<file path="config.mk">
export PLATFORM = sky130hd
export DESIGN_NAME = sdfwi_top
export DESIGN_NICKNAME = d
export VERILOG_FILES = /design/src/hdl/sdfwi_pkg.sv /design/src/hdl/sdfwi_top.sv
export SDC_FILE = /design/constraint.sdc
export NUM_CORES = 1
export LEC_CHECK = 0
export BUFFER_PORTS_ARGS = -buffer_cell sky130_fd_sc_hd__buf_2
export CAP_MARGIN = 20
export CORE_UTILIZATION = 60
export DETAILED_ROUTE_END_ITERATION = 7
export PLACE_DENSITY = 0.78
export SETUP_SLACK_MARGIN = 0.05
export SLEW_MARGIN = 15
export SYNTH_ARGS = -nofsm -noshare
export SYNTH_HDL_FRONTEND = slang
export SYNTH_SLANG_ARGS = --single-unit
</file>
<file path="constraint.sdc">
create_clock -name clk -period 2.8 [get_ports clk]
set_input_delay 0.42 -clock clk [delete_from_list [all_inputs] [get_ports clk]]
set_output_delay 0.42 -clock clk [all_outputs]
set_load 0.02 [all_outputs]
</file>
<file path="src/hdl/sdfwi_pkg.sv">
// Constants, field positions and state codes of the serial control and status unit.
package sdfwi_pkg;

  // Register offsets.
  localparam logic [2:0] OFS_FIRST_CTRL  = 3'h0;
  localparam logic [2:0] OFS_SECOND_CTRL = 3'h1;
  localparam logic [2:0] OFS_IRQ_EN      = 3'h2;
  localparam logic [2:0] OFS_STATUS      = 3'h3;
  localparam logic [2:0] OFS_DATA_PORT   = 3'h4;
  localparam logic [2:0] OFS_POLY        = 3'h5;
  localparam logic [2:0] OFS_RX_CHECK    = 3'h6;
  localparam logic [2:0] OFS_TX_CHECK    = 3'h7;

  // First control register fields.
  localparam int B_LSB_FIRST  = 7;
  localparam int B_PERIPH_EN  = 6;
  localparam int B_BAUD_HI    = 5;
  localparam int B_BAUD_LO    = 3;
  localparam int B_MASTER_SEL = 2;
  localparam int B_CLK_POL    = 1;
  localparam int B_CLK_PHASE  = 0;

  // Second control register fields.
  localparam int B_ONE_LINE     = 7;
  localparam int B_ONE_LINE_OUT = 6;
  localparam int B_CHECK_EN     = 5;
  localparam int B_CHECK_NEXT   = 4;
  localparam int B_RECV_ONLY    = 2;
  localparam int B_SOFT_SEL     = 1;
  localparam int B_INT_SEL      = 0;

  // Interrupt enable register fields; the low nibble is reserved.
  localparam int B_TXE_IE  = 7;
  localparam int B_RXF_IE  = 6;
  localparam int B_ERR_IE  = 5;
  localparam int B_WAKE_IE = 4;
  localparam logic [7:0] IRQ_EN_MASK = 8'hf0;

  // Status register fields.
  localparam int B_BUSY     = 7;
  localparam int B_OVERRUN  = 6;
  localparam int B_FAULT    = 5;
  localparam int B_MISMATCH = 4;
  localparam int B_WAKE     = 3;
  localparam int B_TX_EMPTY = 1;
  localparam int B_RX_FULL  = 0;

  // Reset values.
  localparam logic [7:0] RST_CTRL   = 8'h00;
  localparam logic [7:0] RST_STATUS = 8'h02;
  localparam logic [7:0] RST_POLY   = 8'h07;
  localparam logic [7:0] RST_DATA   = 8'h00;

  // Index of the last bit of a byte.
  localparam logic [2:0] LAST_BIT = 3'h7;

  // Shift engine states, Gray coded along idle, first half, second half.
  typedef enum logic [1:0] {
    SDFWI_IDLE        = 2'b00,
    SDFWI_FIRST_HALF  = 2'b01,
    SDFWI_SECOND_HALF = 2'b11
  } sdfwi_state_t;

endpackage

</file>
<file path="src/hdl/sdfwi_top.sv">
// Serial peripheral control, error flags, Halt wake-up and interrupt request logic.
//
// Design decisions made here: the plain strobed port and the register addresses.
`timescale 1ns/10ps
module sdfwi_top (
  input  wire logic       clk,
  input  wire logic       rstn,
  input  wire logic [2:0] reg_addr,
  input  wire logic [7:0] reg_wdata,
  input  wire logic       reg_wr,
  input  wire logic       reg_rd,
  output logic      [7:0] reg_rdata,
  input  wire logic       halt_mode,
  input  wire logic       sck_in,
  output logic            sck_out,
  output logic            sck_oe,
  input  wire logic       mosi_in,
  output logic            mosi_out,
  output logic            mosi_oe,
  input  wire logic       miso_in,
  output logic            miso_out,
  output logic            miso_oe,
  input  wire logic       select_in_pin,
  output logic            irq,
  output logic            wait_exit,
  output logic            halt_exit
);

  // Pin synchronisers: three stages, the filtered level follows once stages two and three agree.
  logic [3:0] pin_raw;
  logic [3:0] pin_s1_q;
  logic [3:0] pin_s2_q;
  logic [3:0] pin_s3_q;
  logic [3:0] pin_f_d;
  logic [3:0] pin_f_q;
  assign pin_raw = {select_in_pin, miso_in, mosi_in, sck_in};

  // One synchroniser per pin.
  for (genvar i = 0; i < 4; i++) begin : g_sync
    always_comb begin
      pin_f_d[i] = (pin_s2_q[i] == pin_s3_q[i]) ? pin_s2_q[i] : pin_f_q[i];
    end
    always_ff @(posedge clk or negedge rstn) begin
      if (!rstn) begin
        pin_s1_q[i] <= 1'b1;
        pin_s2_q[i] <= 1'b1;
        pin_s3_q[i] <= 1'b1;
        pin_f_q[i]  <= 1'b1;
      end else begin
        pin_s1_q[i] <= pin_raw[i];
        pin_s2_q[i] <= pin_s1_q[i];
        pin_s3_q[i] <= pin_s2_q[i];
        pin_f_q[i]  <= pin_f_d[i];
      end
    end
  end

  // Register and engine state.
  logic [7:0] cr1_q, cr1_d, cr2_q, cr2_d, icr_q, icr_d;
  logic [7:0] tx_buf_q, tx_buf_d, rx_buf_q, rx_buf_d, poly_q, poly_d;
  logic [7:0] rx_check_q, rx_check_d, tx_check_q, tx_check_d;
  logic [7:0] tx_sh_q, tx_sh_d, rx_sh_q, rx_sh_d, div_q, div_d, rdata_q, rdata_d;
  logic [2:0] bit_cnt_q, bit_cnt_d;
  logic       link_busy_flag_q, link_busy_flag_d, overrun_flag_q, overrun_flag_d;
  logic       master_fault_flag_q, master_fault_flag_d;
  logic       check_mismatch_flag_q, check_mismatch_flag_d, wake_flag_q, wake_flag_d;
  logic       tx_empty_flag_q, tx_empty_flag_d, rx_full_flag_q, rx_full_flag_d;
  logic       sending_check_q, sending_check_d, sck_q, sck_d, out_bit_q, out_bit_d;
  logic       ovr_arm_q, ovr_arm_d, fault_arm_q, fault_arm_d, sck_prev_q;
  sdfwi_pkg::sdfwi_state_t state_q, state_d;

  // Configuration views of the control registers.
  logic       periph_enable_bit, master_select_bit, clock_phase_sel, clk_pol, lsb_first;
  logic       one_line_mode_bit, one_line_drive_out_bit, receive_only_bit;
  logic       check_calc_enable, check_next, soft_select, internal_select_bit;
  logic [2:0] baud_sel;
  assign lsb_first              = cr1_q[sdfwi_pkg::B_LSB_FIRST];
  assign periph_enable_bit      = cr1_q[sdfwi_pkg::B_PERIPH_EN];
  assign baud_sel               = cr1_q[sdfwi_pkg::B_BAUD_HI:sdfwi_pkg::B_BAUD_LO];
  assign master_select_bit      = cr1_q[sdfwi_pkg::B_MASTER_SEL];
  assign clk_pol                = cr1_q[sdfwi_pkg::B_CLK_POL];
  assign clock_phase_sel        = cr1_q[sdfwi_pkg::B_CLK_PHASE];
  assign one_line_mode_bit      = cr2_q[sdfwi_pkg::B_ONE_LINE];
  assign one_line_drive_out_bit = cr2_q[sdfwi_pkg::B_ONE_LINE_OUT];
  assign check_calc_enable      = cr2_q[sdfwi_pkg::B_CHECK_EN];
  assign check_next             = cr2_q[sdfwi_pkg::B_CHECK_NEXT];
  assign receive_only_bit       = cr2_q[sdfwi_pkg::B_RECV_ONLY];
  assign soft_select            = cr2_q[sdfwi_pkg::B_SOFT_SEL];
  assign internal_select_bit    = cr2_q[sdfwi_pkg::B_INT_SEL];

  // Derived conditions of the link.
  logic       selected, rx_mode, out_allowed, master_rx_line, in_bit;
  logic       sck_edge, lead_edge, trail_edge, slave_sample_edge, slave_shift_edge;
  logic       master_go, stop_cond, fault_event;
  logic [7:0] half_m1, src_byte;
  assign selected       = soft_select ? ~internal_select_bit : ~pin_f_q[3];
  assign rx_mode        = one_line_mode_bit ? ~one_line_drive_out_bit : receive_only_bit;
  assign out_allowed    = one_line_mode_bit ? one_line_drive_out_bit : ~receive_only_bit;
  assign master_rx_line = master_select_bit & one_line_mode_bit & ~one_line_drive_out_bit;
  // In one-line mode the master listens on its own output line, the slave on its.
  assign in_bit = (master_select_bit ^ one_line_mode_bit) ? pin_f_q[2] : pin_f_q[1];
  assign sck_edge   = pin_f_q[0] ^ sck_prev_q;
  assign lead_edge  = sck_edge & (pin_f_q[0] != clk_pol);
  assign trail_edge = sck_edge & (pin_f_q[0] == clk_pol);
  assign slave_sample_edge = clock_phase_sel ? trail_edge : lead_edge;
  assign slave_shift_edge  = clock_phase_sel ? lead_edge : trail_edge;
  assign half_m1  = (8'h01 << baud_sel) - 8'h01;
  assign src_byte = (check_next & tx_empty_flag_q) ? tx_check_q : tx_buf_q;
  // A receiving master runs without data; otherwise it needs a byte or a pending check value.
  assign master_go = periph_enable_bit & (~tx_empty_flag_q | check_next | rx_mode);
  // Receive-only links finish the byte in flight before a disable takes hold.
  assign stop_cond = ~periph_enable_bit & ~rx_mode;
  assign fault_event = master_select_bit & selected;

  // Bit that leaves first, and the two shift directions.
  function automatic logic sdfwi_head(input logic [7:0] x, input logic lsb);
    return lsb ? x[0] : x[7];
  endfunction
  function automatic logic [7:0] sdfwi_shift(input logic [7:0] x, input logic b, input logic lsb);
    return lsb ? {b, x[7:1]} : {x[6:0], b};
  endfunction
  // One serial step of the check value with the programmed polynomial.
  function automatic logic [7:0] sdfwi_crc(input logic [7:0] c, input logic b, input logic [7:0] p);
    return {c[6:0], 1'b0} ^ (((c[7] ^ b) == 1'b1) ? p : 8'h00);
  endfunction

  // Register access, shift engine, flags; everything but the wake flag holds still while halted.
  logic       sample_now, shift_now, start_now, done_now;
  logic [7:0] rx_now;
  always_comb begin
    cr1_d = cr1_q;
    cr2_d = cr2_q;
    icr_d = icr_q;
    tx_buf_d = tx_buf_q;
    rx_buf_d = rx_buf_q;
    poly_d = poly_q;
    rx_check_d = rx_check_q;
    tx_check_d = tx_check_q;
    tx_sh_d = tx_sh_q;
    rx_sh_d = rx_sh_q;
    div_d = div_q;
    bit_cnt_d = bit_cnt_q;
    link_busy_flag_d = link_busy_flag_q;
    overrun_flag_d = overrun_flag_q;
    master_fault_flag_d = master_fault_flag_q;
    check_mismatch_flag_d = check_mismatch_flag_q;
    wake_flag_d = wake_flag_q;
    tx_empty_flag_d = tx_empty_flag_q;
    rx_full_flag_d = rx_full_flag_q;
    sending_check_d = sending_check_q;
    sck_d = sck_q;
    out_bit_d = out_bit_q;
    ovr_arm_d = ovr_arm_q;
    fault_arm_d = fault_arm_q;
    state_d = state_q;
    rdata_d = 8'h00;
    sample_now = 1'b0;
    shift_now = 1'b0;
    start_now = 1'b0;
    done_now = 1'b0;
    rx_now = sdfwi_shift(rx_sh_q, in_bit, lsb_first);
    if (!halt_mode) begin
      // Reads: clears of the data port and status sequences come first so that events win.
      if (reg_rd) begin
        unique case (reg_addr)
          sdfwi_pkg::OFS_FIRST_CTRL:  rdata_d = cr1_q;
          sdfwi_pkg::OFS_SECOND_CTRL: rdata_d = cr2_q;
          sdfwi_pkg::OFS_IRQ_EN:      rdata_d = icr_q;
          sdfwi_pkg::OFS_STATUS: begin
            rdata_d = {link_busy_flag_q, overrun_flag_q, master_fault_flag_q,
                       check_mismatch_flag_q, wake_flag_q, 1'b0, tx_empty_flag_q, rx_full_flag_q};
            if (ovr_arm_q) begin
              overrun_flag_d = 1'b0;
              ovr_arm_d = 1'b0;
            end
            fault_arm_d = master_fault_flag_q | fault_arm_q;
          end
          sdfwi_pkg::OFS_DATA_PORT: begin
            rdata_d = rx_buf_q;
            rx_full_flag_d = 1'b0;
            ovr_arm_d = overrun_flag_q;
          end
          sdfwi_pkg::OFS_POLY:     rdata_d = poly_q;
          sdfwi_pkg::OFS_RX_CHECK: rdata_d = rx_check_q;
          sdfwi_pkg::OFS_TX_CHECK: rdata_d = tx_check_q;
        endcase
      end
      if (reg_wr) begin
        unique case (reg_addr)
          sdfwi_pkg::OFS_FIRST_CTRL: begin
            cr1_d = reg_wdata;
            // A write may not raise enable or master select while a fault stands.
            cr1_d[sdfwi_pkg::B_PERIPH_EN]  = reg_wdata[sdfwi_pkg::B_PERIPH_EN] & ~master_fault_flag_q;
            cr1_d[sdfwi_pkg::B_MASTER_SEL] = reg_wdata[sdfwi_pkg::B_MASTER_SEL] & ~master_fault_flag_q;
            if (fault_arm_q) begin
              master_fault_flag_d = 1'b0;
              fault_arm_d = 1'b0;
            end
          end
          sdfwi_pkg::OFS_SECOND_CTRL: begin
            cr2_d = reg_wdata;
            if (reg_wdata[sdfwi_pkg::B_CHECK_EN]) begin
              rx_check_d = 8'h00;
              tx_check_d = 8'h00;
            end
          end
          sdfwi_pkg::OFS_IRQ_EN: icr_d = reg_wdata & sdfwi_pkg::IRQ_EN_MASK;
          sdfwi_pkg::OFS_STATUS: begin
            check_mismatch_flag_d = check_mismatch_flag_q & reg_wdata[sdfwi_pkg::B_MISMATCH];
            wake_flag_d = wake_flag_q & reg_wdata[sdfwi_pkg::B_WAKE];
            fault_arm_d = master_fault_flag_q | fault_arm_q;
          end
          sdfwi_pkg::OFS_DATA_PORT: begin
            tx_buf_d = reg_wdata;
            tx_empty_flag_d = 1'b0;
          end
          sdfwi_pkg::OFS_POLY: poly_d = reg_wdata;
          default: ;
        endcase
      end
      // Timing of the link: the master divides the clock, the slave follows sck edges.
      if (master_select_bit) begin
        unique case (state_q)
          sdfwi_pkg::SDFWI_IDLE: begin
            tx_sh_d = src_byte;
            out_bit_d = sdfwi_head(src_byte, lsb_first);
            sck_d = clk_pol;
            start_now = master_go;
          end
          sdfwi_pkg::SDFWI_FIRST_HALF: begin
            if (div_q == half_m1) begin
              div_d = 8'h00;
              sck_d = ~sck_q;
              state_d = sdfwi_pkg::SDFWI_SECOND_HALF;
              sample_now = ~clock_phase_sel;
              shift_now = clock_phase_sel;
            end else begin
              div_d = div_q + 8'h01;
            end
          end
          sdfwi_pkg::SDFWI_SECOND_HALF: begin
            if (div_q == half_m1) begin
              div_d = 8'h00;
              sck_d = ~sck_q;
              sample_now = clock_phase_sel;
              shift_now = ~clock_phase_sel;
              if (bit_cnt_q == sdfwi_pkg::LAST_BIT) begin
                done_now = 1'b1;
              end else begin
                bit_cnt_d = bit_cnt_q + 3'h1;
                state_d = sdfwi_pkg::SDFWI_FIRST_HALF;
              end
            end else begin
              div_d = div_q + 8'h01;
            end
          end
          // The unused code falls back to idle rather than locking up.
          default: state_d = sdfwi_pkg::SDFWI_IDLE;
        endcase
      end else begin
        if (state_q == sdfwi_pkg::SDFWI_IDLE) begin
          // The next byte, or the marker left in the buffer, stands ready on the line.
          tx_sh_d = src_byte;
          out_bit_d = sdfwi_head(src_byte, lsb_first);
          // Only a leading edge opens a byte, so the last trailing edge cannot start another.
          start_now = periph_enable_bit & selected & lead_edge;
        end
        if (state_q != sdfwi_pkg::SDFWI_IDLE || start_now) begin
          sample_now = slave_sample_edge;
          shift_now = slave_shift_edge;
          if (slave_sample_edge) begin
            if (bit_cnt_q == sdfwi_pkg::LAST_BIT) begin
              done_now = 1'b1;
            end else begin
              bit_cnt_d = bit_cnt_q + 3'h1;
            end
          end
        end
      end
      if (!sample_now) begin
        rx_now = rx_sh_q;
      end
      if (shift_now) begin
        out_bit_d = sdfwi_head(tx_sh_q, lsb_first);
      end
      // Sampling edge: both shifters move, the check values follow except during their own byte.
      if (sample_now) begin
        tx_sh_d = sdfwi_shift(tx_sh_q, 1'b0, lsb_first);
        rx_sh_d = rx_now;
        if (check_calc_enable && !sending_check_q) begin
          tx_check_d = sdfwi_crc(tx_check_q, sdfwi_head(tx_sh_q, lsb_first), poly_q);
          rx_check_d = sdfwi_crc(rx_check_q, in_bit, poly_q);
        end
      end
      if (done_now) begin
        if (sending_check_q && check_calc_enable && rx_now != rx_check_q) begin
          check_mismatch_flag_d = 1'b1;
        end
        // A full buffer or a standing overrun keeps the earlier byte and drops this one.
        if (rx_full_flag_q || overrun_flag_q) begin
          overrun_flag_d = overrun_flag_q | rx_full_flag_q;
        end else begin
          rx_buf_d = rx_now;
          rx_full_flag_d = 1'b1;
        end
        state_d = sdfwi_pkg::SDFWI_IDLE;
        link_busy_flag_d = 1'b0;
        bit_cnt_d = 3'h0;
        sending_check_d = 1'b0;
        // A master with more to do restarts at once, so busy never drops between bytes.
        start_now = master_select_bit & master_go;
      end
      if (start_now) begin
        // The bit count is left alone: a slave may already count its first sample here.
        state_d = sdfwi_pkg::SDFWI_FIRST_HALF;
        div_d = 8'h00;
        link_busy_flag_d = ~master_rx_line;
        if (master_select_bit) begin
          tx_sh_d = src_byte;
          out_bit_d = sdfwi_head(src_byte, lsb_first);
        end
        if (check_next && tx_empty_flag_q) begin
          sending_check_d = 1'b1;
          cr2_d[sdfwi_pkg::B_CHECK_NEXT] = 1'b0;
        end else begin
          tx_empty_flag_d = 1'b1;
        end
      end
      // Disable outside receive mode, or a slave losing its select, ends the transfer where it stands.
      if (state_q != sdfwi_pkg::SDFWI_IDLE && (stop_cond || (!master_select_bit && !selected))) begin
        state_d = sdfwi_pkg::SDFWI_IDLE;
        link_busy_flag_d = 1'b0;
        bit_cnt_d = 3'h0;
        sending_check_d = 1'b0;
        sck_d = clk_pol;
      end
      if (fault_event) begin
        master_fault_flag_d = 1'b1;
        cr1_d[sdfwi_pkg::B_PERIPH_EN] = 1'b0;
        cr1_d[sdfwi_pkg::B_MASTER_SEL] = 1'b0;
        link_busy_flag_d = 1'b0;
        state_d = sdfwi_pkg::SDFWI_IDLE;
        bit_cnt_d = 3'h0;
        sck_d = clk_pol;
      end
    end else if (periph_enable_bit && !master_select_bit && selected && slave_sample_edge) begin
      // Receive-only links may lose bytes here while the system clock restarts.
      wake_flag_d = 1'b1;
    end
  end

  // Registers of the engine and the register file.
  always_ff @(posedge clk or negedge rstn) begin
    if (!rstn) begin
      cr1_q <= sdfwi_pkg::RST_CTRL;
      cr2_q <= sdfwi_pkg::RST_CTRL;
      icr_q <= sdfwi_pkg::RST_CTRL;
      tx_buf_q <= sdfwi_pkg::RST_DATA;
      rx_buf_q <= sdfwi_pkg::RST_DATA;
      poly_q <= sdfwi_pkg::RST_POLY;
      rx_check_q <= sdfwi_pkg::RST_DATA;
      tx_check_q <= sdfwi_pkg::RST_DATA;
      tx_sh_q <= sdfwi_pkg::RST_DATA;
      rx_sh_q <= sdfwi_pkg::RST_DATA;
      div_q <= 8'h00;
      rdata_q <= 8'h00;
      bit_cnt_q <= 3'h0;
      link_busy_flag_q <= sdfwi_pkg::RST_STATUS[sdfwi_pkg::B_BUSY];
      overrun_flag_q <= sdfwi_pkg::RST_STATUS[sdfwi_pkg::B_OVERRUN];
      master_fault_flag_q <= sdfwi_pkg::RST_STATUS[sdfwi_pkg::B_FAULT];
      check_mismatch_flag_q <= sdfwi_pkg::RST_STATUS[sdfwi_pkg::B_MISMATCH];
      wake_flag_q <= sdfwi_pkg::RST_STATUS[sdfwi_pkg::B_WAKE];
      tx_empty_flag_q <= sdfwi_pkg::RST_STATUS[sdfwi_pkg::B_TX_EMPTY];
      rx_full_flag_q <= sdfwi_pkg::RST_STATUS[sdfwi_pkg::B_RX_FULL];
      sending_check_q <= 1'b0;
      sck_q <= 1'b0;
      out_bit_q <= 1'b0;
      ovr_arm_q <= 1'b0;
      fault_arm_q <= 1'b0;
      sck_prev_q <= 1'b1;
      state_q <= sdfwi_pkg::SDFWI_IDLE;
    end else begin
      cr1_q <= cr1_d;
      cr2_q <= cr2_d;
      icr_q <= icr_d;
      tx_buf_q <= tx_buf_d;
      rx_buf_q <= rx_buf_d;
      poly_q <= poly_d;
      rx_check_q <= rx_check_d;
      tx_check_q <= tx_check_d;
      tx_sh_q <= tx_sh_d;
      rx_sh_q <= rx_sh_d;
      div_q <= div_d;
      rdata_q <= rdata_d;
      bit_cnt_q <= bit_cnt_d;
      link_busy_flag_q <= link_busy_flag_d;
      overrun_flag_q <= overrun_flag_d;
      master_fault_flag_q <= master_fault_flag_d;
      check_mismatch_flag_q <= check_mismatch_flag_d;
      wake_flag_q <= wake_flag_d;
      tx_empty_flag_q <= tx_empty_flag_d;
      rx_full_flag_q <= rx_full_flag_d;
      sending_check_q <= sending_check_d;
      sck_q <= sck_d;
      out_bit_q <= out_bit_d;
      ovr_arm_q <= ovr_arm_d;
      fault_arm_q <= fault_arm_d;
      sck_prev_q <= pin_f_q[0];
      state_q <= state_d;
    end
  end

  // Pin drivers and requests; all registered so the outputs come from flip-flops.
  logic sck_oe_d, mosi_oe_d, miso_oe_d, irq_d, wait_exit_d, halt_exit_d;
  logic sck_oe_q, mosi_oe_q, miso_oe_q, irq_q, wait_exit_q, halt_exit_q;
  always_comb begin
    sck_oe_d  = periph_enable_bit & master_select_bit;
    mosi_oe_d = periph_enable_bit & master_select_bit & out_allowed;
    miso_oe_d = periph_enable_bit & ~master_select_bit & selected & out_allowed;
    irq_d = (tx_empty_flag_q & icr_q[sdfwi_pkg::B_TXE_IE])
          | (rx_full_flag_q & icr_q[sdfwi_pkg::B_RXF_IE])
          | (wake_flag_q & icr_q[sdfwi_pkg::B_WAKE_IE])
          | ((master_fault_flag_q | overrun_flag_q | check_mismatch_flag_q)
             & icr_q[sdfwi_pkg::B_ERR_IE]);
    wait_exit_d = irq_d;
    halt_exit_d = wake_flag_q & icr_q[sdfwi_pkg::B_WAKE_IE];
  end

  // Output flops.
  always_ff @(posedge clk or negedge rstn) begin
    if (!rstn) begin
      sck_oe_q <= 1'b0;
      mosi_oe_q <= 1'b0;
      miso_oe_q <= 1'b0;
      irq_q <= 1'b0;
      wait_exit_q <= 1'b0;
      halt_exit_q <= 1'b0;
    end else begin
      sck_oe_q <= sck_oe_d;
      mosi_oe_q <= mosi_oe_d;
      miso_oe_q <= miso_oe_d;
      irq_q <= irq_d;
      wait_exit_q <= wait_exit_d;
      halt_exit_q <= halt_exit_d;
    end
  end

  assign reg_rdata = rdata_q;
  assign sck_out   = sck_q;
  assign sck_oe    = sck_oe_q;
  assign mosi_out  = out_bit_q;
  assign mosi_oe   = mosi_oe_q;
  assign miso_out  = out_bit_q;
  assign miso_oe   = miso_oe_q;
  assign irq       = irq_q;
  assign wait_exit = wait_exit_q;
  assign halt_exit = halt_exit_q;

endmodule

</file>
==> key figures, run 1 <==
Pwr
  – LEAKAGE: 3.78 nW
  – VDD IR-drop max: 589 uV
  – Pwr/cell area: 763 nW/um2

Min path
  – Hold Crit Class: primary input to flop

Timing
  – Final hold vios: 0
  – Relative slew slack: 0.474
  – Period utilisation layout: 0.934
  – Min Tclk post-route: 2620 ps
  – Worst Skew: 8.09 ps
  – Max Freq: 382 MHz
  – RSZ-0062 raised after global routing: no
  – Final setup violation count: 0
  – Setup_tns: 0 ps
  – Final Max Tran Viols: 0
  – Pin slew with the least headroom to its limit: 784 ps

Synthesis
  – Ys Warns: 0
  – Seq/Total Area, Yosys: 0.447
  – EDFF count, synth: 0
  – Top FF cell, synth: dfrtp_1
  – Synthesized area per cell: 9.60 um2
  – Mapped Cells: 770
  – Post-synth top area share: 0.372
  – Netlist cell types: 74
  – Net Count, Synth: 794
  – Async set-reset flop share out of synthesis: 1.00
  – Ranking of synthesized cells by area: dfrtp_1, dfstp_2, nand2_1, mux2_2, mux2i_1
  – Seq cells post-synth: 131
  – Synth area leader: dfrtp_1
  – Top post-synthesis cells by count: nand2_1, dfrtp_1, nor2_1, o21ai_0, mux2i_1
  – Count leader, synth: nand2_1
  – Mapped Area: 7390 um2

Finish
  – FILL cells: 925
  – Area delta synth->final: 13.6%
  – Ant diodes: 0
  – Fraction of layout cells with a size suffix above 1: 0.229
  – Design area: 8400 um2
  – Net count, final: 831

Setup path
  – Critical Path AT: 2890 ps
  – Buffers and inverters on the worst path: 0
  – CP Data Required Time: 3080 ps
  – Setup Crit Path Kind: flop to flop
  – Cells along the critical path: o21bai_1, o21ai_1, a22oi_1, and4b_4, nand3_2, a211oi_2, nor3_1, o41ai_2, a41oi_1
  – CP Max Fanout: 11
  – Crit-path max cell delay: 490 ps
  – Crit path max-delay family: compound AO/OA/AOI/OAI gates
  – Slowest stage cell, crit path: dfrtp_1
  – CP startpoint kind: flop
  – Setup crit end kind: flop

Clock tree
  – Worst-path clk slew: 60 ps
  – Clk Latency, worst-skew pair: 430 ps
  – Total CTS buffers: 17
  – # clock sinks: 131
  – Clock tree from TritonCTS: built
  – Root Driver: clkbuf_16
  – Clk buf depth: 2
  – H-tree depth: 4

GRT
  – Grt total ovfl: 0
  – Tot GR Track Use: 0.328
  – Largest net degree at the start of global routing: 58
  – Global-route wire length before repair: 31600 um
  – Initial antenna violation count: 1
  – Vias in the first global route: 5929

Floorplan
  – Die Y: 113 um
  – Row count: 40
  – Total die area: 12800 um2
  – Initial core utilization: 0.616
  – Core area: 12000 um2
  – Die width: 113 um
  – Io pins: 37

Placement
  – Port Buffers: 36
  – Routability congestion estimate: 0.956
  – Placement Cell Area: 7740 um2
  – HPWL after DPL: 14200 um

Routing
  – Vias/cell: 6.47
  – Vias post-DR: 6261
  – TritonRoute pass-1 iters: 5
  – Routed WL: 20000 um
  – Antenna Nets Post-Route: 0
  – Iter 0 DRT Violations: 623
  – Wirelength per Cell: 20.7 um
  – Remaining DRCs: 0

Status
  – Status: completed

Flow run
  – Max-cap violations: 0
-- kinds of logic after synthesis --
family                   Yosys count  synth area share
AO/OA/AOI/OAI                    197             0.186
flip-flops                       131             0.447
XOR/XNOR                          25            0.0296
adder cells (fa/ha/maj)            8            0.0122
AND/OR/NAND/NOR                  259             0.161
buffers and inverters             74            0.0474
multiplexers                      76             0.117
-- cell usage in the layout (no fill, tap or decap), types with 7 or more instances in the layout --
cell       Yosys  final
buf_4          5     30
xnor2_1        7      7
o21ai_0       43     43
nor3_1        12     12
nor2b_1        8      8
inv_1         23     23
dfrtp_1      110    110
nor2_1        51     51
a211oi_1      11     11
buf_2         13     35
a21oi_1       27     27
o21ai_1       21     21
o211ai_1       7      7
nand3_1       14     14
clkbuf_16      0     17
mux2_2        32     32
xor2_1        18     18
o21ai_2       11     11
nand2b_1      13     13
dfstp_2       21     21
mux2i_1       33     32
nand2_1      130    130
-- routing by layer --
| metal | routed length [um] | global-route usage | up-vias | part of all wire |
|---|---|---|---|---|
| met5 | 11 | 0 | - | 0.00055 |
| met4 | 520 | 0.118 | 2 | 0.026 |
| met3 | 1730 | 0.0653 | 47 | 0.087 |
| met2 | 9180 | 0.505 | 342 | 0.46 |
| met1 | 8530 | 0.466 | 3058 | 0.43 |
| li1 | - | - | 2812 | - |
-- area by class of cell --
type,count,area [um2],share of cell area
repair buffers,69,462,0.0550
flip-flops and latches,131,3300,0.393
multi-input cells,565,3750,0.447
clock inverters,12,154,0.0183
well taps,147,184,0.0219
clock buffers,20,457,0.0544
inverters,23,86.3,0.0103
-- stage by stage --
step / utilization / total power, mW / hold slack [ps] / std cells / worst slack (ps)
final: 0.699 / 6.41 / 87.9 / 967 / 185
after global routing: 0.699 / 6.68 / 78.2 / 967 / 67.8
after CTS: 0.696 / 6.38 / 81.4 / 963 / 98.2
after detailed placement: 0.644 / 4.10 / 347 / 930 / 113
after global placement: 0.644 / 4.03 / 345 / 930 / 197
after floorplan: - / 3.61 / 124 / 770 / 440
-- repair_timing --
action	CTS	global route
hold buffers	1	0
buffers inserted	0	4
resized for setup	0	4
endpoints found under the setup margin	0	16
hold endpoints to repair	43	0
-- report_power, final --
group / internal (mW) / leakage (nW) / switching [mW]
Combinational: 0.654 / 1.89 / 0.894
Clock: 1.44 / 0.292 / 0.829
Sequential: 2.22 / 1.60 / 0.374
Total: 4.32 / 3.78 / 2.10
-- worst reg2reg max path, stage by stage, from the launching register on --
cell and delay [ps]:
dfrtp_1 490, o21bai_1 190, o21ai_1 90, a22oi_1 200
and4b_4 360, nand3_2 230, a211oi_2 290, nor3_1 100
o41ai_2 360, a41oi_1 160
-- sequential cells by signal, summed over array words and instances, names as in the netlist, 4 cells and up --
name	cells
pin_s3_q	4
div_q	8
rx_check_q	8
poly_q	8
pin_s2_q	4
tx_buf_q	8
tx_sh_q	8
cr2_q	8
tx_check_q	8
rx_buf_q	8
pin_s1_q	4
cr1_q	8
icr_q	4
reg_rdata	8
pin_f_q	4
rx_sh_q	8
-- path summary, 6_finish.rpt --
path                                  startpoint                           endpoint  slack [ps]  depth (start not counted)
setup / recovery            cr1_q[4]$_DFFE_PN0P_  check_mismatch_flag_q$_DFFE_PN0N_         180                          9
hold / removal                           mosi_in              pin_s1_q[1]$_DFF_PN1_          90                          1
setup reg to reg            cr1_q[4]$_DFFE_PN0P_  check_mismatch_flag_q$_DFFE_PN0N_         180                          9
hold reg to reg            pin_s1_q[0]$_DFF_PN1_              pin_s2_q[0]$_DFF_PN1_         360                          0
max in group asynchronous                   rstn              poly_q[0]$_DFFE_PN1P_        1430                          3
min in group asynchronous                   rstn             rx_sh_q[3]$_DFFE_PN0P_         550                          2
(Power assumes the default switching activity.)
==> run 2, diff against run 1 <==
- CTS_BUF_LIST: not set -> sky130_fd_sc_hd__clkbuf_8
==> run 2 against run 1 <==
  * Sequential share of layout area rose by 1.0 points
  * Die area did not move
  * Clock power fell by 26%
  * Via count fell by 1.4%
  * Largest power group unchanged
  * Cell count fell by 0.21%
  * Critical path type unchanged
  * Cell area fell by 2.5%
  * Sequential power barely moved
  * Combinational power barely moved
  * Power fell by 9.7%
  * Largest cell class unchanged
  * Core utilization fell by 1.7 points
==> key figures, run 2 (synthesis gave the netlist of run 1 again) <==
Timing
  – Pin slew with the least headroom to its limit: 754 ps (-29.7 ps)
  – Period utilisation layout: 0.953 (+0.0193)
  – Min Tclk post-route: 2670 ps (+54.0 ps)
  – Final hold vios: 0 (unchanged)
  – Final hold slack: 54.9 ps (-33.0 ps)
  – Setup_tns: 0 ps (unchanged)
  – Final Max Tran Viols: 0 (unchanged)
  – Worst Skew: 11.3 ps (+3.18 ps)
  – Max Freq: 375 MHz (-2.0%)
  – RSZ-0062 raised after global routing: yes
  – Final setup violation count: 0 (unchanged)
  – Relative slew slack: 0.494 (+0.0200)

Clock tree
  – Clock tree from TritonCTS: built
  – Clk Latency, worst-skew pair: 460 ps (+30 ps)
  – Total CTS buffers: 17 (unchanged)
  – Root Driver: clkbuf_8
  – H-tree depth: 4 (unchanged)
  – # clock sinks: 131 (unchanged)
  – Clk buf depth: 2 (unchanged)
  – Worst-path clk slew: 80 ps (+20 ps)

Flow run
  – Max-cap violations: 0 (unchanged)

Routing
  – Routed WL: 19500 um (-2.2%)
  – Remaining DRCs: 0 (unchanged)
  – Antenna Nets Post-Route: 0 (unchanged)
  – Vias post-DR: 6174 (-1.4%)
  – Wirelength per Cell: 20.2 um (-2.0%)
  – Vias/cell: 6.40 (-1.2%)
  – TritonRoute pass-1 iters: 8 (+3)
  – Iter 0 DRT Violations: 604 (-3.0%)

Floorplan
  – Core area: 12000 um2 (unchanged)
  – Io pins: 37 (unchanged)
  – Initial core utilization: 0.616 (unchanged)
  – Die width: 113 um (unchanged)
  – Total die area: 12800 um2 (unchanged)
  – Row count: 40 (unchanged)
  – Die Y: 113 um (unchanged)

Setup path
  – CP startpoint kind: flop
  – R2R Setup Slk: 130 ps (-50 ps)
  – Slowest stage cell, crit path: dfrtp_1
  – Cells along the critical path: xor2_1, mux2i_1, a21oi_4, buf_4, mux2_2, nor2_1, a2111oi_0, buf_4, a31o_1, a41oi_1
  – Critical R2R Capture: check_mismatch_flag_q$_DFFE_PN0N_
  – Worst Reg-to-Reg Cells: 10 (+1)
  – CP Depth: 10 (+1)
  – Crit-path max cell delay: 460 ps (-30 ps)
  – CP Data Required Time: 3110 ps (+30 ps)
  – Setup Crit Path Kind: flop to flop
  – Critical Path AT: 2980 ps (+90 ps)
  – Top cell by count, worst path: buf_4
  – CP Max Fanout: 16 (+5)
  – Crit path max-delay family: compound AO/OA/AOI/OAI gates
  – Worst flop-to-flop path startpoint: cr1_q[1]$_DFFE_PN0P_
  – Setup crit end kind: flop
  – Buffers and inverters on the worst path: 2 (+2)

Pwr
  – LEAKAGE: 3.69 nW (-2.4%)
  – Pwr/cell area: 707 nW/um2 (-7.4%)
  – VDD IR-drop max: 493 uV (-16%)

GRT
  – Tot GR Track Use: 0.323 (-0.00572)
  – Global-route wire length before repair: 31000 um (-1.7%)
  – Vias in the first global route: 5874 (-0.93%)
  – Initial antenna violation count: 0 (-1)
  – Largest net degree at the start of global routing: 58 (unchanged)
  – Grt total ovfl: 0 (unchanged)

Finish
  – Area delta synth->final: 10.7%
  – Most common cell after layout, fill and taps aside: nand2_1
  – Design area: 8190 um2 (-2.5%)
  – Fraction of layout cells with a size suffix above 1: 0.226 (-0.00311)
  – Net count, final: 829 (-0.24%)
  – Most frequent cells in the layout: nand2_1, dfrtp_1, nor2_1
  – Ant diodes: 0 (unchanged)
  – Post-layout util: 0.682 (-0.0175)

Placement
  – HPWL after DPL: 14200 um (unchanged)
  – Port Buffers: 36 (unchanged)
  – Routability congestion estimate: 0.956 (unchanged)
  – Placement Cell Area: 7740 um2 (unchanged)

Status
  – Status: completed

Min path
  – Hold path endpoint: pin_s1_q[1]$_DFF_PN1_
  – Hold Path Depth: 1 (unchanged)
  – Hold Crit Class: primary input to flop
  – Hold path start: mosi_in
## run 2: changes by cell type in the layout (fill, tap and decap cells not counted), sizes merged
cell    delta
clkbuf     -1
inv        +1
buf        -2
## run 2: report_power, final
part,internal (mW),switching [mW],leakage (nW)
Combinational,0.650,0.884,1.88
Clock,0.923,0.753,0.209
Sequential,2.21,0.365,1.60
## run 2: worst max path at each step
stage / start / endpoint / slack (ps)
2_1_floorplan: cr1_q[5]$_DFFE_PN0P_ / state_q[1]$_DFFE_PN0P_ / 440
3_3_place_gp: cr1_q[5]$_DFFE_PN0P_ / check_mismatch_flag_q$_DFFE_PN0N_ / 200
3_5_place_dp: cr1_q[5]$_DFFE_PN0P_ / check_mismatch_flag_q$_DFFE_PN0N_ / 110
4_1_cts: cr1_q[5]$_DFFE_PN0P_ / check_mismatch_flag_q$_DFFE_PN0N_ / 110
5_1_grt: cr1_q[1]$_DFFE_PN0P_ / tx_check_q[2]$_DFFE_PN0N_ / 40
6_report: cr1_q[1]$_DFFE_PN0P_ / check_mismatch_flag_q$_DFFE_PN0N_ / 130
## run 2: per-layer routing
layer,global-route usage,share of wire
met1,0.450,0.44
met2,0.487,0.45
met4,0.123,0.026
met3,0.0836,0.082
met5,0,0
## run 2: cell type report
class	count	area, um2
multi-input combinational	565	3750
sequential	131	3300
fill	948	3820
tap	147	184
clock buffer	19	262
inverter	23	86.3
clock inverter	13	158
timing repair buffer	67	447
## run 2: worst register-to-register path, stage by stage (launching register included)
cell and delay (ps):
dfrtp_1 460, xor2_1 290, mux2i_1 420, a21oi_4 50, buf_4 210, mux2_2 240, nor2_1 30, a2111oi_0 430
buf_4 180, a31o_1 110, a41oi_1 110
## run 2: stage by stage
| stage | instances | setup WS (ps) | power (mW) |
|---|---|---|---|
| finish | 965 | 131 | 5.79 |
| global route | 965 | 39.9 | 6.07 |
| CTS | 963 | 108 | 5.78 |
| detailed placement | 930 | 113 | 4.10 |
| global placement | 930 | 197 | 4.03 |
| floorplan | 770 | 440 | 3.61 |
## run 2: what timing repair did
item	in CTS	in global routing
hold buffers	1	0
resized for setup	0	3
setup buffers	0	2
endpoints found under the setup margin	0	9
endpoints found under the hold margin	47	0
